**src/verilog/phase_pwm_pkg.sv**
```systemverilog
package phase_pwm_pkg;

    // ----------------------------------------------------------------
    // Widths and reset values
    // ----------------------------------------------------------------
    localparam int CNT_W = 16;
    localparam int DT_W = 9;
    localparam int REP_W = 8;
    localparam int NUM_TIMERS = 3;
    localparam logic [15:0] CNT_RESET_VAL = 16'h0000;
    localparam logic [15:0] RELOAD_MAX = 16'hFFFF;
    localparam logic [8:0] DT_RESET_VAL = 9'h000;
    localparam logic [7:0] REP_RESET_VAL = 8'h00;
    localparam logic [15:0] CMP_RESET_VAL = 16'h0000;
    localparam int LEAD = 0;
    localparam int SECOND = 1;
    localparam int THIRD = 2;

    // ----------------------------------------------------------------
    // Carriers
    // ----------------------------------------------------------------
    typedef struct packed {
        logic [15:0] period_reload;
        logic [15:0] duty_compare;
        logic [15:0] phase_shift_compare;
        logic [15:0] sample_compare;
        logic [15:0] second_shift_compare;
    } cmp_set_s;

    typedef struct packed {
        logic       deadtime_on;
        logic       shadow_on;
        logic       update_on_reset;
        logic       update_disable;
        logic [8:0] rise_deadtime_value;
        logic [8:0] fall_deadtime_value;
    } timer_cfg_s;

    typedef enum logic [1:0] {
        DT_OFF  = 2'b00,
        DT_RISE = 2'b01,
        DT_ON   = 2'b11,
        DT_FALL = 2'b10
    } dt_state_e;

endpackage

```
**src/verilog/deadtime_pair.sv**
```systemverilog
`timescale 1ns/1ps
`default_nettype none

// Turns one PWM level into a complementary pair with dead-time gaps.
module deadtime_pair
    import phase_pwm_pkg::*;
(
    input  wire logic             clk,
    input  wire logic             reset_n,
    input  wire logic             deadtime_tick,
    input  wire logic             deadtime_on,
    input  wire logic [DT_W-1:0]  rise_deadtime_value,
    input  wire logic [DT_W-1:0]  fall_deadtime_value,
    input  wire logic             level_in,
    output logic                  high_side,
    output logic                  low_side
);
    dt_state_e        state_q;
    dt_state_e        state_d;
    logic [DT_W-1:0]  cnt_q;
    logic [DT_W-1:0]  cnt_d;

    always_comb
    begin
        state_d = state_q;
        cnt_d = cnt_q;
        unique case (state_q)
            DT_OFF:
            begin
                if (level_in)
                begin
                    state_d = DT_RISE;
                    cnt_d = rise_deadtime_value;
                end
            end
            DT_RISE:
            begin
                if (!level_in)
                    state_d = DT_OFF;
                else if (cnt_q == '0)
                    state_d = DT_ON;
                else if (deadtime_tick)
                    cnt_d = cnt_q - 1'b1;
            end
            DT_ON:
            begin
                if (!level_in)
                begin
                    state_d = DT_FALL;
                    cnt_d = fall_deadtime_value;
                end
            end
            DT_FALL:
            begin
                if (level_in)
                    state_d = DT_ON;
                else if (cnt_q == '0)
                    state_d = DT_OFF;
                else if (deadtime_tick)
                    cnt_d = cnt_q - 1'b1;
            end
        endcase
        if (!deadtime_on)
        begin
            state_d = level_in ? DT_ON : DT_OFF;
            cnt_d = '0;
        end
    end

    always_ff @(posedge clk)
    begin
        if (!reset_n)
        begin
            state_q <= DT_OFF;
            cnt_q <= DT_RESET_VAL;
            high_side <= 1'b0;
            low_side <= 1'b0;
        end
        else
        begin
            state_q <= state_d;
            cnt_q <= cnt_d;
            // Both sides stay low while a gap is running.
            high_side <= (state_d == DT_ON);
            low_side <= deadtime_on ? (state_d == DT_OFF) : 1'b0;
        end
    end
endmodule

`default_nettype wire

```
**src/verilog/three_phase_interleaved_pwm.sv**
```systemverilog
`timescale 1ns/1ps
`default_nettype none

// How it works
// - Lead counter free-runs, reloads at period_reload, giving period and reset events.
// - Lead phase_shift_compare match resets the second timer's counter.
// - Lead second_shift_compare match resets the third timer's counter.
// - Lead output sets on period; others set on their phase_shift_compare.
// - Every first_output clears when its counter matches its duty_compare.
// - With deadtime_on, second_output is the dead-timed complement of first_output.
// - Nine-bit rise and fall dead-times counted in deadtime_tick periods.
// - With shadow_on, compare writes land in shadow copies until update.
// - With update_on_reset, shadows load at each timer's own counter reset.
// - With reset_irq_enable, lead counter resets raise timer_irq_line_one.
// - Repetition source fires the interrupt once every repeat_count+1 periods.
// - Lead sample_compare match pulses converter_trigger_out0.
// - Each timer holds its own duty_compare, independent of phase shift.
// - Counting gated by counter_run_bits; outputs gated by output_enable_reg.
// - Set update_disable suppresses that timer's shadow transfer.
module three_phase_interleaved_pwm
(
    input  wire logic                                   clk,
    input  wire logic                                   reset_n,
    input  wire logic                                   deadtime_tick,
    input  wire phase_pwm_pkg::cmp_set_s [2:0]          cmp_write,
    input  wire logic [2:0]                             cmp_write_en,
    input  wire phase_pwm_pkg::timer_cfg_s [2:0]        timer_cfg,
    input  wire logic [2:0]                             counter_run_bits,
    input  wire logic [5:0]                             output_enable_reg,
    input  wire logic                                   reset_irq_enable,
    input  wire logic                                   repeat_irq_select,
    input  wire logic [phase_pwm_pkg::REP_W-1:0]        repeat_count,
    output logic [2:0]                                  first_output,
    output logic [2:0]                                  second_output,
    output logic                                        timer_irq_line_one,
    output logic                                        converter_trigger_out0,
    output logic [phase_pwm_pkg::CNT_W-1:0]             lead_count
);
    import phase_pwm_pkg::*;

    // ----------------------------------------------------------------
    // Compare registers
    // ----------------------------------------------------------------
    cmp_set_s [2:0]      shadow_q;
    cmp_set_s [2:0]      shadow_d;
    cmp_set_s [2:0]      active_q;
    cmp_set_s [2:0]      active_d;
    logic [CNT_W-1:0]    cnt_q [3];
    logic [CNT_W-1:0]    cnt_d [3];
    logic [2:0]          level_q;
    logic [2:0]          level_d;
    logic [2:0]          cnt_rst;
    logic [2:0]          hi_side;
    logic [2:0]          lo_side;
    logic [REP_W-1:0]    rep_q;
    logic [REP_W-1:0]    rep_d;
    logic                irq_d;
    logic                trig_d;
    logic                lead_phase_hit;
    logic                lead_second_hit;

    function automatic logic hit(input logic [CNT_W-1:0] c, input logic [CNT_W-1:0] v);
        hit = (c == v);
    endfunction

    // ----------------------------------------------------------------
    // Counter reset events
    // ----------------------------------------------------------------
    always_comb
    begin
        lead_phase_hit = counter_run_bits[LEAD]
            && hit(cnt_q[LEAD], active_q[LEAD].phase_shift_compare);
        lead_second_hit = counter_run_bits[LEAD]
            && hit(cnt_q[LEAD], active_q[LEAD].second_shift_compare);
        cnt_rst[LEAD] = counter_run_bits[LEAD]
            && hit(cnt_q[LEAD], active_q[LEAD].period_reload);
        // Follower resets come from lead compares, so all three phases stay
        // locked to the one lead period.
        // Own reload still applies; with maximum reload it never comes first.
        cnt_rst[SECOND] = lead_phase_hit
            || (counter_run_bits[SECOND]
            && hit(cnt_q[SECOND], active_q[SECOND].period_reload));
        cnt_rst[THIRD] = lead_second_hit
            || (counter_run_bits[THIRD]
            && hit(cnt_q[THIRD], active_q[THIRD].period_reload));
    end

    // ----------------------------------------------------------------
    // Per-timer counting, shadow and output level
    // ----------------------------------------------------------------
    always_comb
    begin
        for (int i = 0; i < NUM_TIMERS; i++)
        begin
            shadow_d[i] = cmp_write_en[i] ? cmp_write[i] : shadow_q[i];
            active_d[i] = active_q[i];
            level_d[i] = level_q[i];
            cnt_d[i] = cnt_q[i];
            if (!timer_cfg[i].shadow_on && cmp_write_en[i])
                active_d[i] = cmp_write[i];
            else if (timer_cfg[i].shadow_on && timer_cfg[i].update_on_reset
                && cnt_rst[i] && !timer_cfg[i].update_disable)
                active_d[i] = shadow_q[i];
            if (cnt_rst[i])
                cnt_d[i] = CNT_RESET_VAL;
            else if (counter_run_bits[i])
                cnt_d[i] = cnt_q[i] + 1'b1;
            // Set is decided after clear, so a set and a clear in one cycle
            // leave the output high.
            if (counter_run_bits[i])
            begin
                if (hit(cnt_q[i], active_q[i].duty_compare))
                    level_d[i] = 1'b0;
                if (i == LEAD ? cnt_rst[i]
                    : hit(cnt_q[i], active_q[i].phase_shift_compare))
                    level_d[i] = 1'b1;
            end
        end
    end

    // ----------------------------------------------------------------
    // Interrupt and converter trigger
    // ----------------------------------------------------------------
    always_comb
    begin
        // The repetition count is reloaded only when it fires, so a new
        // repeat_count takes effect after the next interrupt.
        rep_d = rep_q;
        irq_d = 1'b0;
        if (cnt_rst[LEAD])
        begin
            if (!repeat_irq_select)
                irq_d = reset_irq_enable;
            else if (rep_q == '0)
            begin
                irq_d = reset_irq_enable;
                rep_d = repeat_count;
            end
            else
                rep_d = rep_q - 1'b1;
        end
        trig_d = counter_run_bits[LEAD]
            && hit(cnt_q[LEAD], active_q[LEAD].sample_compare);
    end

    always_ff @(posedge clk)
    begin
        if (!reset_n)
        begin
            for (int i = 0; i < NUM_TIMERS; i++)
            begin
                shadow_q[i] <= '{RELOAD_MAX, CMP_RESET_VAL, CMP_RESET_VAL,
                    CMP_RESET_VAL, CMP_RESET_VAL};
                active_q[i] <= '{RELOAD_MAX, CMP_RESET_VAL, CMP_RESET_VAL,
                    CMP_RESET_VAL, CMP_RESET_VAL};
                cnt_q[i] <= CNT_RESET_VAL;
            end
            level_q <= 3'h0;
            rep_q <= REP_RESET_VAL;
            timer_irq_line_one <= 1'b0;
            converter_trigger_out0 <= 1'b0;
            lead_count <= CNT_RESET_VAL;
            first_output <= 3'h0;
            second_output <= 3'h0;
        end
        else
        begin
            shadow_q <= shadow_d;
            active_q <= active_d;
            for (int i = 0; i < NUM_TIMERS; i++)
                cnt_q[i] <= cnt_d[i];
            level_q <= level_d;
            rep_q <= rep_d;
            timer_irq_line_one <= irq_d;
            converter_trigger_out0 <= trig_d;
            lead_count <= cnt_q[LEAD];
            for (int i = 0; i < NUM_TIMERS; i++)
            begin
                first_output[i] <= hi_side[i] && output_enable_reg[2*i];
                second_output[i] <= lo_side[i] && output_enable_reg[2*i+1];
            end
        end
    end

    // ----------------------------------------------------------------
    // Dead-time stages
    // ----------------------------------------------------------------
    // The output register adds one cycle behind each dead-time stage; both
    // pins of a pair share it, so the inserted gap is kept.
    genvar g;
    generate
        for (g = 0; g < NUM_TIMERS; g++)
        begin : g_dt
            deadtime_pair u_dt (
                .clk                 (clk),
                .reset_n             (reset_n),
                .deadtime_tick       (deadtime_tick),
                .deadtime_on         (timer_cfg[g].deadtime_on),
                .rise_deadtime_value (timer_cfg[g].rise_deadtime_value),
                .fall_deadtime_value (timer_cfg[g].fall_deadtime_value),
                .level_in            (level_q[g]),
                .high_side           (hi_side[g]),
                .low_side            (lo_side[g])
            );
        end
    endgenerate

    // ----------------------------------------------------------------
    // Per-timer checks
    // ----------------------------------------------------------------
    genvar k;
    generate
        for (k = 0; k < NUM_TIMERS; k++)
        begin : g_chk

            if (k != LEAD)
            begin : g_follow

            end
        end
    endgenerate
endmodule

`default_nettype wire

```
**config.mk**
```make
export PLATFORM = sky130hd
export DESIGN_NAME = three_phase_interleaved_pwm
export DESIGN_NICKNAME = d
export VERILOG_FILES = /design/src/verilog/phase_pwm_pkg.sv /design/src/verilog/deadtime_pair.sv /design/src/verilog/three_phase_interleaved_pwm.sv
export SDC_FILE = /design/constraint.sdc
export NUM_CORES = 1
export LEC_CHECK = 0
export ABC_AREA = 1
export CORE_MARGIN = 2
export CORE_UTILIZATION = 50
export DETAILED_ROUTE_END_ITERATION = 7
export DONT_BUFFER_PORTS = 1
export GPL_ROUTABILITY_DRIVEN = 1
export SLEW_MARGIN = 20
export SYNTH_ARGS = -nofsm -noshare
export SYNTH_HDL_FRONTEND = slang
export SYNTH_SLANG_ARGS = --single-unit
```
**constraint.sdc**
```tcl
create_clock -name clk -period 2.3 [get_ports clk]
set_input_delay 0.575 -clock clk [delete_from_list [all_inputs] [get_ports clk]]
set_output_delay 0.575 -clock clk [all_outputs]
set_load 0.005 [all_outputs]
```
==> metrics.json <==
{
  "worstPathBufferInverterCount": {"value": 2},
  "timing.fmax": {"value": 0.466, "unit": "GHz"},
  "rsz_0062_raised_after_global_routing": {"value": "true"},
  "port_buffers": {"value": 0},
  "drt.antenna.violating_nets": {"value": 0},
  "core_area": {"value": 47800, "unit": "um2"},
  "switchingPower": {"value": 4.95, "unit": "mW"},
  "first_global_vias": {"value": 20600},
  "layout_min_cycle_time": {"value": 2140, "unit": "ps"},
  "cts.path.max_buffers": {"value": 3},
  "power_density": {"value": 744, "unit": "nW/um2"},
  "ir_worst_vdd": {"value": 0.680, "unit": "mV"},
  "clk_pin_slew": {"value": 60, "unit": "ps"},
  "tritoncts_num_sinks": {"value": 474},
  "power_report.internal_total": {"value": 14.9, "unit": "mW"},
  "drt_pass1_iterations": {"value": 5},
  "global_route.overflow_total": {"value": 0},
  "synth_seq_cells": {"value": 474},
  "initial_core_util": {"value": 0.508},
  "drt_drc_violations_left": {"value": 0},
  "start_kind": {"value": "flip-flop"},
  "setup_viol": {"value": 0},
  "critical_path_class": {"value": "reg -> reg"},
  "comb_power_share": {"value": 0.104},
  "cts-resized-gates": {"value": 0},
  "drive_above_1_share": {"value": 0.0906},
  "most_frequent_cells_in_the_layout": {"value": "sky130_fd_sc_hd__nand2_1 (788), sky130_fd_sc_hd__dfxtp_1 (469), sky130_fd_sc_hd__nor2_1 (456), sky130_fd_sc_hd__inv_1 (392), sky130_fd_sc_hd__nand3_1 (317)"},
  "postSynthCellCount": {"value": 3593},
  "synth.avg_cell_area": {"value": 6.77, "unit": "um2"},
  "share_of_async_settable_or_async_resettable_flops_after_synthesis": {"value": 0},
  "postCtsHoldBufs": {"value": 0},
  "cts_post_setup_buffers_inserted": {"value": 0},
  "critical_path.max_stage_delay": {"value": 420, "unit": "ps"},
  "crit_slowest_cell": {"value": "sky130_fd_sc_hd__dfxtp_1"},
  "worst_margin_pin_slew": {"value": 870, "unit": "ps"},
  "antenna_found_initial": {"value": 1},
  "mostFrequentLayoutCell": {"value": "sky130_fd_sc_hd__nand2_1"},
  "nNetsFinal": {"value": 3857},
  "place_congestion": {"value": 0.887},
  "dpl.hpwl": {"value": 47.5, "unit": "mm"},
  "skew": {"value": 15.5, "unit": "ps"},
  "placement_rows": {"value": 80},
  "hold_violations": {"value": 0},
  "drt-total-wl": {"value": 67.7, "unit": "mm"},
  "critPathCaptureType": {"value": "flip-flop"},
  "num_io_pins": {"value": 355},
  "detail_route.vias_per_cell": {"value": 5.33},
  "power_switching_share": {"value": 0.249},
  "placedInstanceArea": {"value": 24900, "unit": "um2"},
  "floorplan.die.width": {"value": 225, "unit": "um"},
  "timing.reg2reg.setup_slack": {"value": 160, "unit": "ps"},
  "post_synth_edffs": {"value": 0},
  "globalRouteTotalUtil": {"value": 0.264},
  "fillCellCount": {"value": 4751},
  "crit_path_frequent_cell": {"value": "sky130_fd_sc_hd__nand2_1"},
  "synth_warn": {"value": 0},
  "total_cts_buffers": {"value": 53},
  "report.power.total": {"value": 19.9, "unit": "mW"},
  "clock_insertion_delay_worst_skew": {"value": 610, "unit": "ps"},
  "detail_route.iter0.violations": {"value": 1627},
  "final_max_slew_viol_count": {"value": 0},
  "grt_max_degree": {"value": 389},
  "max_slew_margin": {"value": 0.420},
  "die_area": {"value": 50400, "unit": "um2"},
  "power.static_leakage": {"value": 12.5, "unit": "nW"},
  "ctsHtreeMaxLevel": {"value": 2},
  "synth_fp_nets": {"value": 3947},
  "seq_area_frac_synth": {"value": 0.390},
  "floorplan.die.height": {"value": 225, "unit": "um"},
  "run_status": {"value": "finished clean"},
  "diodes": {"value": 0},
  "seq_power_share": {"value": 0.451},
  "clockRootBuffer": {"value": "sky130_fd_sc_hd__clkbuf_16"},
  "tritoncts": {"value": "built"},
  "timing.critical_path.required": {"value": 2800, "unit": "ps"},
  "synthFlopType": {"value": "sky130_fd_sc_hd__dfxtp_1"},
  "critical_path.top_delay_family": {"value": "simple AND/OR/NAND/NOR gates"},
  "synth_cell_type_count": {"value": 45},
  "area.growth.synth_to_final": {"value": 9.80, "unit": "%"},
  "layout.cell_area.non_filler": {"value": 26700, "unit": "um2"},
  "post_synthesis_instance_area": {"value": 24300, "unit": "um2"},
  "routed-via-count": {"value": 22200},
  "global_route_wire_length_before_repair": {"value": 108, "unit": "mm"},
  "path_cells": {"value": "buf_4, o21ai_0, nor2_1, nand2_1, nor2_1, nand3_1, nand2_1, nand2_2, buf_12, nand2_2, nand2_1, nand3_1"},
  "arrival_worst_endpoint": {"value": 2650, "unit": "ps"},
  "post_drt_wl_per_cell": {"value": 16.3, "unit": "um"},
  "max_cap_viol": {"value": 0},
  "worstHoldPathType": {"value": "in -> reg"},
  "final.period_utilization": {"value": 0.932},
  "timing.critical_path.fanout_max": {"value": 26},
  "p_clk_frac": {"value": 0.446}
}
==> kinds of logic after synthesis <==
family                     after synthesis  share of synthesized area
buffers and inverters                  622                      0.102
adders and majority gates               23                     0.0118
AOI/OAI and AO/OA                      657                      0.148
and+or+nand+nor                       1654                      0.279
DFF                                    474                      0.390
xor gates and xnor gates                69                     0.0248
muxes                                   94                     0.0433
==> path summary, 6_finish.rpt <==
kind / startpoint / to / depth (start not counted)
setup / recovery: cnt_q[0][7] / active_q[229] / 12
hold / removal: repeat_irq_select / timer_irq_line_one / 1
setup reg to reg: cnt_q[0][7] / active_q[229] / 12
hold reg to reg: g_dt[1].u_dt.high_side / first_output[1] / 2
==> routing by layer <==
| metal | vias up | part of all wire | track usage |
|---|---|---|---|
| met2 | 518 | 0.45 | 0.423 |
| met4 | 2 | 0.023 | 0.0664 |
| met5 | - | 0.00012 | 0 |
| met1 | 10200 | 0.46 | 0.363 |
| li1 | 11400 | - | - |
| met3 | 89 | 0.062 | 0.0551 |
==> through the flow <==
stage / TNS [ps] / utilization / cells / hold slack, ps / worst slack [ps]
after floorplan: 0 / - / 3593 / 402 / 392
after global placement: 0 / 0.520 / 4063 / 415 / 74.8
after detailed placement: 0 / 0.520 / 4063 / 419 / 28.5
after CTS: 0 / 0.558 / 4157 / 21.3 / 23.2
after global routing: -62.6 / 0.558 / 4157 / 30.3 / -31.4
final: 0 / 0.558 / 4157 / 59.8 / 156
==> sequential cells by signal (all words and copies together) (netlist names), 6 cells and up <==
name               flops
lead_count            16
cnt_q                 48
shadow_q             176
active_q             176
g_dt.u_dt.cnt_q       27
rep_q                  8
g_dt.u_dt.state_q      6
==> layout make-up <==
class                   instances  area (um2)  share of cell area
multi-input cells            2497       12400               0.463
flip-flops and latches        474        9500               0.356
clock buffers                  77        1570              0.0588
inverters                     401        1510              0.0565
well taps                     615         769              0.0288
repair buffers                 76         746              0.0279
clock inverters                17         244             0.00914
==> power groups by stage <==
stage / registers, mW / logic [mW] / clock network, mW
finish: 8.96 / 2.06 / 8.85
CTS: 8.95 / 2.07 / 9.06
global placement: 9.12 / 2.01 / 0
floorplan: 9.03 / 1.77 / 0
detailed placement: 9.13 / 2.05 / 0
global route: 9.00 / 2.38 / 9.37
==> Yosys cell counts, drive strengths merged (23+ instances only) <==
library cell / number / share of area
nand2: 795 / 0.12
dfxtp: 474 / 0.39
nor2: 456 / 0.070
inv: 399 / 0.062
nand3: 318 / 0.065
a21oi: 294 / 0.067
o21ai: 293 / 0.060
clkbuf: 123 / 0.019
buf: 98 / 0.021
mux2: 90 / 0.042
xor2: 44 / 0.016
nor3: 39 / 0.0082
o22ai: 28 / 0.0072
xnor2: 25 / 0.0090
ha: 23 / 0.012
nand4: 23 / 0.0059
Power figures use the tool's default switching activity.
